[config.mk]
export PLATFORM = sky130hd
export DESIGN_NAME = arc_seq
export DESIGN_NICKNAME = d
export VERILOG_FILES = /design/src/design/arc_pkg.sv /design/src/design/arc_seq.sv /design/src/design/arc_sync.sv /design/src/design/arc_tick.sv
export SDC_FILE = /design/constraint.sdc
export NUM_CORES = 1
export LEC_CHECK = 0
export BUFFER_PORTS_ARGS = -buffer_cell sky130_fd_sc_hd__buf_4
export CAP_MARGIN = 20
export CORE_MARGIN = 2
export CORE_UTILIZATION = 49
export DETAILED_ROUTE_END_ITERATION = 8
export HOLD_SLACK_MARGIN = 0.1
export PLACE_DENSITY_LB_ADDON = 0.1
export SETUP_SLACK_MARGIN = 0.4
export SKIP_CTS_REPAIR_TIMING = 1
export SYNTH_ARGS = -nofsm -noshare
export SYNTH_HDL_FRONTEND = slang
export SYNTH_SLANG_ARGS = --single-unit
[constraint.sdc]
create_clock -name clk_sys -period 4.3 [get_ports clk_sys]
set_input_delay 0.86 -clock clk_sys [delete_from_list [all_inputs] [get_ports clk_sys]]
set_output_delay 0.86 -clock clk_sys [all_outputs]
set_load 0.01 [all_outputs]
[src/design/arc_pkg.sv]
// Package of constants and types for the auto-reclose sequencer
package arc_pkg;

    // Clock and millisecond tick
    localparam int unsigned CLK_FREQ_HZ   = 20_000_000;
    localparam int unsigned TICK_TIME_US  = 1000;
    localparam int unsigned TICK_CYC_DEF  = CLK_FREQ_HZ / 1_000_000 * TICK_TIME_US;

    // Synchroniser depth is fixed at three flops plus the agreed output
    localparam int unsigned IN_W      = 10;
    localparam int unsigned IN_PST    = 0;  // Protection start
    localparam int unsigned IN_TRIP   = 1;  // Trip start
    localparam int unsigned IN_POPEN  = 2;  // Breaker pole open
    localparam int unsigned IN_RDY    = 3;  // Breaker ready
    localparam int unsigned IN_BLK    = 4;  // Block
    localparam int unsigned IN_GBLK   = 5;  // Device-wide block
    localparam int unsigned IN_MAN    = 6;  // Manual close
    localparam int unsigned IN_DTDEL  = 7;  // Dead-time delay
    localparam int unsigned IN_3PH    = 8;  // Three-phase trip
    localparam int unsigned IN_RDT    = 9;  // Reduced dead time

    // Register byte addresses
    localparam logic [7:0] ADDR_CTRL  = 8'h00;
    localparam logic [7:0] ADDR_STAT  = 8'h04;
    localparam logic [7:0] ADDR_SET0  = 8'h40;
    localparam logic [7:0] ADDR_SETN  = 8'h7c;

    // Control word fields
    localparam int unsigned CTRL_EN_BIT    = 0;
    localparam int unsigned CTRL_SRC_BIT   = 1;
    localparam int unsigned CTRL_SHOTS_LSB = 2;
    localparam logic        CTRL_EN_RST    = 1'b0;
    localparam logic        CTRL_SRC_RST   = 1'b0;
    localparam logic [2:0]  CTRL_SHOTS_RST = 3'h1;
    localparam logic [2:0]  SHOTS_MAX      = 3'h4;

    // Status word fields
    localparam int unsigned ST_RUN_BIT   = 0;
    localparam int unsigned ST_CLOSE_BIT = 1;
    localparam int unsigned ST_DYN_BIT   = 2;
    localparam int unsigned ST_MBLK_BIT  = 3;
    localparam int unsigned ST_SHOT_LSB  = 4;
    localparam int unsigned ST_TP_BIT    = 6;
    localparam int unsigned ST_STATE_LSB = 8;

    // Timer settings in milliseconds, one word each from ADDR_SET0
    localparam int unsigned NSET = 16;
    localparam logic [3:0]  IDX_ACT    = 4'h0;
    localparam logic [3:0]  IDX_MAXST  = 4'h1;
    localparam logic [3:0]  IDX_RECL   = 4'h2;
    localparam logic [3:0]  IDX_CBW    = 4'h3;
    localparam logic [3:0]  IDX_DYN    = 4'h4;
    localparam logic [3:0]  IDX_CLOSE  = 4'h5;
    localparam logic [3:0]  IDX_DTDEL  = 4'h6;
    localparam logic [3:0]  IDX_MANBLK = 4'h7;
    localparam logic [3:0]  IDX_DT1    = 4'h8;
    localparam logic [3:0]  IDX_DT3    = 4'hc;
    localparam logic [15:0] SET_RST    = 16'h0064;

    typedef enum logic [3:0] {
        ARC_IDLE, ARC_ACTION, ARC_TRIPPED, ARC_DTDELAY, ARC_DEAD,
        ARC_CBWAIT, ARC_CLOSE, ARC_RECLAIM, ARC_DYNBLK
    } arc_state_t;

endpackage : arc_pkg

[src/design/arc_seq.sv]
// Auto-reclose sequencer with Avalon-MM settings and status
//
// Local design decisions: register access over Avalon-MM and the address map.
`timescale 1ns/1ps
`default_nettype none
// Operation
// RQ1: At most four shots, dead time then close
// RQ2: Per-shot dead time, single and multi phase
// RQ3: Dead time starts on trip reset or open
// RQ4: Start launches action timer, expiry blocks dynamically
// RQ5: Trip sets in-progress, launches start max timer
// RQ6: Trip-reset mode: trip too long blocks
// RQ7: Open mode: no open before timeout blocks
// RQ8: External logic flags any open pole
// RQ9: Delay input postpones dead time, limited
// RQ10: Dead time end: close pulse plus reclaim
// RQ11: Pickup during reclaim moves to next shot
// RQ12: Reclaim expiry resets to first shot
// RQ13: Wait breaker ready, timeout blocks then resets
// RQ14: Close pulse timed, cut by trip
// RQ15: Manual close disables for set time
// RQ16: Shot count selects zero to four shots
// RQ17: Operation off prevents any sequence
// RQ18: Block or general block disables function
// RQ19: Eight dead times indexed by shot, type
// RQ20: Three-phase once means three-phase thereafter
// RQ21: Reduced dead time input ends dead time
// RQ22: Three-phase trip selects three-phase cycles
// RQ23: Millisecond timers; blocked state drops outputs
module arc_seq import arc_pkg::*; #(
    parameter int unsigned TICK_CYCLES = TICK_CYC_DEF
) (
    input  wire logic        clk_sys,               // System clock, 20 MHz
    input  wire logic        reset_n,               // Async reset, active low
    input  wire logic [7:0]  avs_address,           // Byte address
    input  wire logic        avs_read,              // Read request
    input  wire logic        avs_write,             // Write request
    input  wire logic [31:0] avs_writedata,         // Write data
    input  wire logic [3:0]  avs_byteenable,        // Write byte lanes
    output logic      [31:0] avs_readdata,          // Read data, registered
    output logic             avs_waitrequest,       // Stall until answer ready
    input  wire logic        protection_start_in,   // Protection pickup
    input  wire logic        trip_start_in,         // Protection trip
    input  wire logic        breaker_pole_open_in,  // Any pole open
    input  wire logic        breaker_ready_in,      // Breaker can close
    input  wire logic        block_in,              // Function block
    input  wire logic        general_block_in,      // Device-wide block
    input  wire logic        manual_close_in,       // Manual close given
    input  wire logic        dead_time_delay_in,    // Hold off dead time
    input  wire logic        three_phase_trip_in,   // Trip was three-phase
    input  wire logic        reduced_dead_time_in,  // End dead time now
    output logic             in_progress_out,       // Sequence running
    output logic             close_out              // Close command pulse
);
    typedef struct packed {
        arc_state_t             st;
        logic [15:0]            cnt;    // Phase timer, ms
        logic [15:0]            rcnt;   // Reclaim timer, ms
        logic [15:0]            mcnt;   // Manual-close block timer, ms
        logic                   mblk;
        logic [1:0]             shot;
        logic                   tp;     // Three-phase settings in use
        logic                   en;
        logic                   src;    // 1: breaker open starts dead time
        logic [2:0]             shots;
        logic [NSET-1:0][15:0]  set;
        logic                   ack;
        logic [31:0]            rdata;
        logic                   pst_prev;
    } arc_regs_t;

    arc_regs_t       r, n;
    logic            tick;
    logic [IN_W-1:0] raw_in, syn;
    logic            pst_s, trip_s, popen_s, rdy_s, man_s, dtdel_s, tph_s, rdt_s;
    logic            inhibit, pick, last_shot;
    logic [2:0]      shots_en;
    logic [3:0]      dt_idx;
    logic [4:0]      rd_hit, wr_hit;
    logic [31:0]     wmask, stat_word, ctrl_word, wr_word;

    // Decode a settings address into {hit, index}
    function automatic logic [4:0] set_slot(input logic [7:0] a);
        logic [7:0] off;
        off = a - ADDR_SET0;
        set_slot = {(a >= ADDR_SET0) && (a <= ADDR_SETN) && (a[1:0] == 2'b00), off[5:2]};
    endfunction : set_slot

    arc_tick #(
        .TICK_CYCLES(TICK_CYCLES)
    ) u_tick (
        .clk_sys(clk_sys),
        .reset_n(reset_n),
        .tick   (tick)
    );

    // External inputs come from other hardware, so all are synchronised
    assign raw_in = {reduced_dead_time_in, three_phase_trip_in, dead_time_delay_in, manual_close_in,
                     general_block_in, block_in, breaker_ready_in, breaker_pole_open_in,
                     trip_start_in, protection_start_in};

    arc_sync #(
        .W(IN_W)
    ) u_sync (
        .clk_sys(clk_sys),
        .reset_n(reset_n),
        .din    (raw_in),
        .dout   (syn)
    );

    // Named views of the synchronised inputs
    assign pst_s   = syn[IN_PST];
    assign trip_s  = syn[IN_TRIP];
    assign popen_s = syn[IN_POPEN];
    assign rdy_s   = syn[IN_RDY];
    assign man_s   = syn[IN_MAN];
    assign dtdel_s = syn[IN_DTDEL];
    assign tph_s   = syn[IN_3PH];
    assign rdt_s   = syn[IN_RDT];

    // Settings above four shots are clamped rather than rejected
    assign shots_en  = (r.shots > SHOTS_MAX) ? SHOTS_MAX : r.shots; // RQ16
    assign inhibit   = !r.en || syn[IN_BLK] || syn[IN_GBLK] || r.mblk || (shots_en == 3'h0); // RQ17 RQ18
    assign pick      = pst_s || trip_s;
    assign last_shot = ({1'b0, r.shot} + 3'h1) >= shots_en; // RQ1
    assign dt_idx    = (r.tp ? IDX_DT3 : IDX_DT1) + {2'b00, r.shot}; // RQ2 RQ19

    // Register views for the bus
    assign ctrl_word = {27'h0, r.shots, r.src, r.en};
    always_comb begin
        stat_word = '0;
        stat_word[ST_RUN_BIT]                 = in_progress_out;
        stat_word[ST_CLOSE_BIT]               = close_out;
        stat_word[ST_DYN_BIT]                 = (r.st == ARC_DYNBLK);
        stat_word[ST_MBLK_BIT]                = r.mblk;
        stat_word[ST_SHOT_LSB +: 2]           = r.shot;
        stat_word[ST_TP_BIT]                  = r.tp;
        stat_word[ST_STATE_LSB +: 4]          = r.st;
    end

    // Byte-lane mask and merged write words
    always_comb begin
        for (int i = 0; i < 4; i++) begin
            wmask[i*8 +: 8] = {8{avs_byteenable[i]}};
        end
    end
    assign rd_hit  = set_slot(avs_address);
    assign wr_hit  = set_slot(avs_address);
    assign wr_word = (ctrl_word & ~wmask) | (avs_writedata & wmask);

    // Next-state logic for bus, timers and sequence
    always_comb begin
        n = r;
        n.pst_prev = pst_s;
        // One wait cycle per access keeps read data registered
        n.ack = (avs_read || avs_write) && !r.ack;
        if (avs_read && !r.ack) begin
            if (avs_address == ADDR_CTRL) begin
                n.rdata = ctrl_word;
            end else if (avs_address == ADDR_STAT) begin
                n.rdata = stat_word;
            end else if (rd_hit[4]) begin
                n.rdata = {16'h0, r.set[rd_hit[3:0]]};
            end else begin
                n.rdata = '0;
            end
        end
        if (avs_write && r.ack) begin
            if (avs_address == ADDR_CTRL) begin
                n.en    = wr_word[CTRL_EN_BIT];
                n.src   = wr_word[CTRL_SRC_BIT];
                n.shots = wr_word[CTRL_SHOTS_LSB +: 3];
            end else if (wr_hit[4]) begin
                n.set[wr_hit[3:0]] = (r.set[wr_hit[3:0]] & ~wmask[15:0]) | (avs_writedata[15:0] & wmask[15:0]);
            end
        end

        // All timers advance on the shared millisecond tick and saturate
        if (tick && r.cnt != 16'hffff) n.cnt = r.cnt + 16'h1; // RQ23
        if (tick && r.rcnt != 16'hffff) n.rcnt = r.rcnt + 16'h1;
        if (tick && r.mcnt != 16'hffff) n.mcnt = r.mcnt + 16'h1;

        // Manual close holds the function off until its timer runs out
        if (man_s) begin
            n.mblk = 1'b1; // RQ15
            n.mcnt = '0;
        end else if (r.mblk && r.mcnt >= r.set[IDX_MANBLK]) begin
            n.mblk = 1'b0; // RQ15
        end

        if (man_s && r.st != ARC_IDLE && r.st != ARC_DYNBLK) begin
            n.st  = ARC_DYNBLK;
            n.cnt = '0;
        end else if (inhibit && r.st != ARC_IDLE && r.st != ARC_DYNBLK) begin
            n.st   = ARC_IDLE; // RQ18
            n.shot = '0;
            n.tp   = 1'b0;
        end else begin
            unique case (r.st)
                ARC_IDLE: begin
                    n.shot = '0;
                    n.tp   = 1'b0;
                    if (!inhibit && trip_s) begin
                        n.st  = ARC_TRIPPED; // RQ5
                        n.cnt = '0;
                    end else if (!inhibit && pst_s && !r.pst_prev) begin
                        n.st  = ARC_ACTION; // RQ4
                        n.cnt = '0;
                    end
                end
                ARC_ACTION: begin
                    if (trip_s) begin
                        n.st  = ARC_TRIPPED; // RQ5
                        n.cnt = '0;
                    end else if (r.cnt >= r.set[IDX_ACT]) begin
                        n.st  = ARC_DYNBLK; // RQ4
                        n.cnt = '0;
                    end
                end
                ARC_TRIPPED: begin
                    n.tp = r.tp || tph_s; // RQ20 RQ22
                    if (r.src ? popen_s : !trip_s) begin
                        n.st  = ARC_DTDELAY; // RQ3
                        n.cnt = '0;
                    end else if (r.cnt >= r.set[IDX_MAXST]) begin
                        n.st  = ARC_DYNBLK; // RQ6 RQ7
                        n.cnt = '0;
                    end
                end
                ARC_DTDELAY: begin
                    // A delay input stuck high cannot hold the sequence forever
                    if (!dtdel_s || r.cnt >= r.set[IDX_DTDEL]) begin
                        n.st  = ARC_DEAD; // RQ9
                        n.cnt = '0;
                    end
                end
                ARC_DEAD: begin
                    if (rdt_s || r.cnt >= r.set[dt_idx]) begin
                        n.st  = ARC_CBWAIT; // RQ21 RQ2
                        n.cnt = '0;
                    end
                end
                ARC_CBWAIT: begin
                    if (rdy_s) begin
                        n.st   = ARC_CLOSE; // RQ10
                        n.cnt  = '0;
                        n.rcnt = '0;
                    end else if (r.cnt >= r.set[IDX_CBW]) begin
                        n.st  = ARC_DYNBLK; // RQ13
                        n.cnt = '0;
                    end
                end
                ARC_CLOSE, ARC_RECLAIM: begin
                    if (pick) begin
                        n.cnt = '0;
                        if (last_shot) begin
                            n.st = ARC_DYNBLK; // RQ16
                        end else begin
                            n.shot = r.shot + 2'h1; // RQ11
                            n.st   = trip_s ? ARC_TRIPPED : ARC_ACTION; // RQ14
                        end
                    end else if (r.st == ARC_CLOSE && r.cnt >= r.set[IDX_CLOSE]) begin
                        n.st = ARC_RECLAIM; // RQ14
                    end else if (r.st == ARC_RECLAIM && r.rcnt >= r.set[IDX_RECL]) begin
                        n.st = ARC_IDLE; // RQ12
                    end
                end
                ARC_DYNBLK: begin
                    if (r.cnt >= r.set[IDX_DYN]) begin
                        n.st = ARC_IDLE; // RQ13 RQ23
                    end
                end
                default: n.st = ARC_IDLE;
            endcase
        end
    end

    // Single state register
    always_ff @(posedge clk_sys or negedge reset_n) begin
        if (!reset_n) begin
            r       <= '0;
            r.st    <= ARC_IDLE;
            r.en    <= CTRL_EN_RST;
            r.src   <= CTRL_SRC_RST;
            r.shots <= CTRL_SHOTS_RST;
            r.set   <= {NSET{SET_RST}};
        end else begin
            r <= n;
        end
    end

    // Outputs decode straight from the state register, except avs_waitrequest, which also takes the bus request
    assign avs_readdata    = r.rdata;
    assign avs_waitrequest = (avs_read || avs_write) && !r.ack;
    assign close_out       = (r.st == ARC_CLOSE); // RQ10 RQ23
    assign in_progress_out = (r.st == ARC_TRIPPED) || (r.st == ARC_DTDELAY) || (r.st == ARC_DEAD)
                          || (r.st == ARC_CBWAIT) || (r.st == ARC_CLOSE) || (r.st == ARC_RECLAIM); // RQ5
endmodule : arc_seq
`default_nettype wire

[src/design/arc_sync.sv]
// Three-flop input synchroniser with agreement filter
`timescale 1ns/1ps
`default_nettype none
module arc_sync #(
    parameter int unsigned W = 1
) (
    input  wire logic         clk_sys,  // System clock
    input  wire logic         reset_n,  // Async reset, active low
    input  wire logic [W-1:0] din,      // Raw inputs from outside
    output logic      [W-1:0] dout      // Filtered synchronous inputs
);
    typedef struct packed {
        logic [W-1:0] s1;
        logic [W-1:0] s2;
        logic [W-1:0] s3;
        logic [W-1:0] o;
    } arc_sync_t;

    arc_sync_t r, n;

    // First stage feeds only the second; a change counts once stages two and three agree
    always_comb begin
        n    = r;
        n.s1 = din;
        n.s2 = r.s1;
        n.s3 = r.s2;
        n.o  = (r.s2 & ~(r.s2 ^ r.s3)) | (r.o & (r.s2 ^ r.s3));
    end

    always_ff @(posedge clk_sys or negedge reset_n) begin
        if (!reset_n) begin
            r <= '0;
        end else begin
            r <= n;
        end
    end

    assign dout = r.o;
endmodule : arc_sync
`default_nettype wire

[src/design/arc_tick.sv]
// Millisecond tick generator for the sequencer timers
`timescale 1ns/1ps
`default_nettype none
module arc_tick import arc_pkg::*; #(
    parameter int unsigned TICK_CYCLES = TICK_CYC_DEF
) (
    input  wire logic clk_sys,  // System clock
    input  wire logic reset_n,  // Async reset, active low
    output logic      tick      // One-cycle pulse each millisecond
);
    typedef struct packed {
        logic [31:0] cnt;
        logic        tick;
    } arc_tick_t;

    arc_tick_t r, n;

    // Free-running divider; a period of one cycle still ticks each cycle
    always_comb begin
        n = r;
        n.tick = (r.cnt >= 32'(TICK_CYCLES - 1));
        n.cnt  = n.tick ? 32'h0 : r.cnt + 32'h1;
    end

    always_ff @(posedge clk_sys or negedge reset_n) begin
        if (!reset_n) begin
            r <= '0;
        end else begin
            r <= n;
        end
    end

    assign tick = r.tick;
endmodule : arc_tick
`default_nettype wire

==> summary by stage <==
Floorplan
The floorplan step set the die height to between 200 and 250 um. The die covers 47300 um2. In this run the standard cell core region covers about 45000 um2.

The I/O pin count is 93. In this run the horizontal extent of the chip is 218 um. For this configuration, the core starts out at a cell density of 49.4%.

The number of cell rows is 78.

Routing
The number of detailed-route iterations in the first pass is 5. After detailed routing, the average wire length per cell comes to 21.6 um. For this block, the routed nets add up to 60200 um of wire. After detailed routing, the number of vias per cell comes to 5.78. The number of DRC markers after the initial detailed-route iteration is between 1k and 1.5k. After detailed routing, the number of remaining DRC violations is 0. The detailed router placed 16.1k vias in this run. In this run the remaining antenna-violating nets after routing total 0.

Clock tree
The longest clock path from root to sink contains 3 buffers. The tree built by TritonCTS fans out to 408 sinks. The clock tree from TritonCTS is built. The number of CTS-inserted buffers is 45. The clock input transition at the sequential cells of the worst setup and hold paths is 0.06 ns.

The clock tree synthesis step divided the H-tree into 2 levels. The later pin in the worst-skew pair is clocked with a latency of 0.58 ns. The tree is rooted in a sky130_fd_sc_hd__clkbuf_16.

Logic synthesis
The gate count after technology mapping is between 2k and 2.5k. In this run, synthesis inferred 0 flip-flops with an integrated enable. The synthesized cell area is 22300 um2. The sequential area share after synthesis is between 40% and 50%. The most instantiated flip-flop cell in the synthesis netlist is sky130_fd_sc_hd__dfrtp_1. The number of different library cells in the post-synthesis netlist is 72. In this run, synthesis produced a sequential element count of 408. A synthesized cell averages 10.6 um2. During synthesis, Yosys emitted a total of 0 warnings. The proportion of register bits with asynchronous set or reset after synthesis is 100%.

STA
The total negative slack for setup checks is 0 ns. The setup skew after layout is 0.0142 ns. The total of endpoints with negative setup slack in the final report is 0.

Once routing completed, OpenROAD measured the worst setup slack at approximately 0.54 ns. In this run the tightest slew margin relative to its limit is a little under two fifths. For the pin with the worst max-slew slack, the measured transition is around 0.94 ns.

The clock period could shrink to ~3.8 ns. The achievable clock frequency is 0.266 GHz. Setup repair after global routing left no endpoint under its margin. The number of max-slew violations in the final report is 0. The hold violation total from the final report is 0. The share of the clock period used by the worst path is 87.4%.

Global routing
Entering global routing, the biggest net connects 108 pins. The total track usage is 26.5%. The initial antenna violation count is 1. The wire length of the first global-routing pass is 95200 um. The total overflow left after global routing is 0. The number of global-route vias before repair is 16.0k.

Pwr
The leakage power total is between 0.01 and 0.015 uW. The completed layout was analyzed and its total power is 9710 uW. Power spread over the standard cell area amounts to 389 nW/um2. Across the VDD grid, the largest voltage drop is around 0.34 mV.

Setup path
The worst-path maximum fanout is 5. The critical path launch point type is a register. The category of the most critical setup path is reg -> reg. The data arrival time at the worst-slack endpoint is about 4.2 ns.

The required time of the worst setup path is between 4 and 5 ns. The worst setup path is captured at a register.

Finish
In the layout the commonest cells are sky130_fd_sc_hd__dfrtp_1 (358), sky130_fd_sc_hd__nand2_1 (260), sky130_fd_sc_hd__nor2_1 (183), sky130_fd_sc_hd__ha_1 (152), sky130_fd_sc_hd__o21ai_0 (135). The filler cells instantiated in the layout total roughly 4.0k. The post-layout net count is 2355. Summing all multi-input logic gate instances after layout gives between 10000 and 15000 um2. The sequential standard cell area is 10300 um2. The share of final-layout standard cells stronger than drive strength 1 is between 15 and 20%. Leaving out fill and tap cells, the most frequent cell in the layout is sky130_fd_sc_hd__dfrtp_1. At the end of the flow the core is filled with cells to a little under three fifths. The repair_antennas step left the layout with diodes totalling 0.

The signed area change from the synthesized netlist to the final layout is 11.6%.

Placed design
The HPWL after detailed placement is 43800 um. The final weighted congestion of routability-driven global placement is 0.927. The post-place setup slack is 0.297 ns.

Port buffering added 58 buffers.

Flow run
The number of max-cap violations is 0.

Hold path
The worst hold path belongs to the class in -> async.

Status
The run finished with clean final reports.
-- critical path: stages, from the launching register on --
cell                       delay (ns)
sky130_fd_sc_hd__dfrtp_2         0.43
sky130_fd_sc_hd__buf_4           0.16
sky130_fd_sc_hd__mux4_2          0.49
sky130_fd_sc_hd__mux2_2          0.27
sky130_fd_sc_hd__ha_1            0.26
sky130_fd_sc_hd__nand2b_1        0.10
sky130_fd_sc_hd__a31oi_1         0.09
sky130_fd_sc_hd__o311a_1         0.41
sky130_fd_sc_hd__o21ai_1         0.43
sky130_fd_sc_hd__nor3_1          0.15
sky130_fd_sc_hd__nor4_2          0.33
sky130_fd_sc_hd__o211ai_1        0.21
sky130_fd_sc_hd__a32o_1          0.31
-- per-stage QoR --
| stage | hold WS [ns] | instances | area [um2] |
|---|---|---|---|
| after CTS | 0.351 | 2776 | 24900 |
| final | 0.347 | 2780 | 24900 |
| after global routing | 0.356 | 2780 | 24900 |
| after detailed placement | 0.336 | 2694 | 23400 |
| after global placement | 0.333 | 2694 | 23400 |
| after floorplan | 0.331 | 2133 | 22500 |
-- final cells by class --
class,count,share of cell area [%]
clock buffer,66,5.28
timing repair buffer,110,3.91
sequential,408,41.2
tap,600,3.01
inverter,133,2.00
clock inverter,16,0.707
multi-input combinational,1447,43.9
-- power by group --
group          switching [uW]  total (uW)  internal, uW
combinational             949        1570           622
sequential                230        4240          4010
clock                    1600        3900          2300
total                    2770        9710          6930
-- metal layers --
layer / track usage [%] / wire (um) / up-vias
met5: 0 / 13 / -
met4: 8.56 / 1780 / 2
met3: 3.39 / 2940 / 83
met2: 41.8 / 28000 / 398
met1: 38.0 / 27500 / 8109
li1: - / - / 7464
-- logic make-up (layout without fill, tap and decap cells) --
| logic type | after synthesis | after routing | share of synthesized area [%] |
|---|---|---|---|
| mux | 152 | 152 | 14.0 |
| buf+inv | 278 | 325 | 5.73 |
| compound gates | 445 | 445 | 11.4 |
| simple gates | 600 | 600 | 11.7 |
| xor+xnor | 55 | 55 | 2.16 |
| other cells | 1 | 33 | 0.0168 |
| flops | 408 | 408 | 46.0 |
| fa+ha+maj | 162 | 162 | 8.96 |
-- state kept, by name (all words and copies together), names as in the netlist, named ones only --
name and flops:
r 314, u_tick.r 32, u_sync.n 20, avs_readdata 16, u_sync.r 10, u_tick.tick 1
-- worst paths after layout --
check,to,depth (start not counted),startpoint,slack (ns)
worst max-delay path,r[348],12,r[296],0.54
worst min-delay path,r[62],1,reset_n,0.35
worst max register to register,r[348],12,r[296],0.54
worst min register to register,u_sync.n[18],0,u_sync.n[28],0.35
max in group asynchronous,r[196],2,reset_n,3.01
min in group clk_sys,u_sync.n[18],0,u_sync.n[28],0.35
-- synthesized netlist by cell type, types with 11 or more instances --
master / n / area share, %
sky130_fd_sc_hd__nand2b_1: 17 / 0.48
sky130_fd_sc_hd__nor2_1: 185 / 3.1
sky130_fd_sc_hd__mux2i_1: 18 / 0.81
sky130_fd_sc_hd__buf_2: 15 / 0.34
sky130_fd_sc_hd__a211oi_1: 17 / 0.57
sky130_fd_sc_hd__buf_4: 48 / 1.6
sky130_fd_sc_hd__clkbuf_1: 66 / 1.1
sky130_fd_sc_hd__a21o_1: 13 / 0.44
sky130_fd_sc_hd__dfrtp_1: 359 / 40
sky130_fd_sc_hd__nand2_1: 260 / 4.4
sky130_fd_sc_hd__inv_1: 133 / 2.2
sky130_fd_sc_hd__dfstp_2: 49 / 5.8
sky130_fd_sc_hd__xor2_1: 39 / 1.5
sky130_fd_sc_hd__mux4_2: 112 / 11
sky130_fd_sc_hd__a21oi_1: 125 / 2.8
sky130_fd_sc_hd__nor4_1: 12 / 0.34
sky130_fd_sc_hd__o21ai_0: 136 / 3.0
sky130_fd_sc_hd__buf_1: 11 / 0.18
sky130_fd_sc_hd__nand4_1: 24 / 0.67
sky130_fd_sc_hd__xnor2_1: 16 / 0.63
sky130_fd_sc_hd__mux2i_4: 16 / 1.6
sky130_fd_sc_hd__nand3_1: 36 / 0.81
sky130_fd_sc_hd__o21ai_1: 83 / 1.9
sky130_fd_sc_hd__nor2b_1: 13 / 0.36
sky130_fd_sc_hd__ha_1: 152 / 8.5
sky130_fd_sc_hd__nor3_1: 15 / 0.34
No activity file was read; power rests on OpenSTA's default activity.
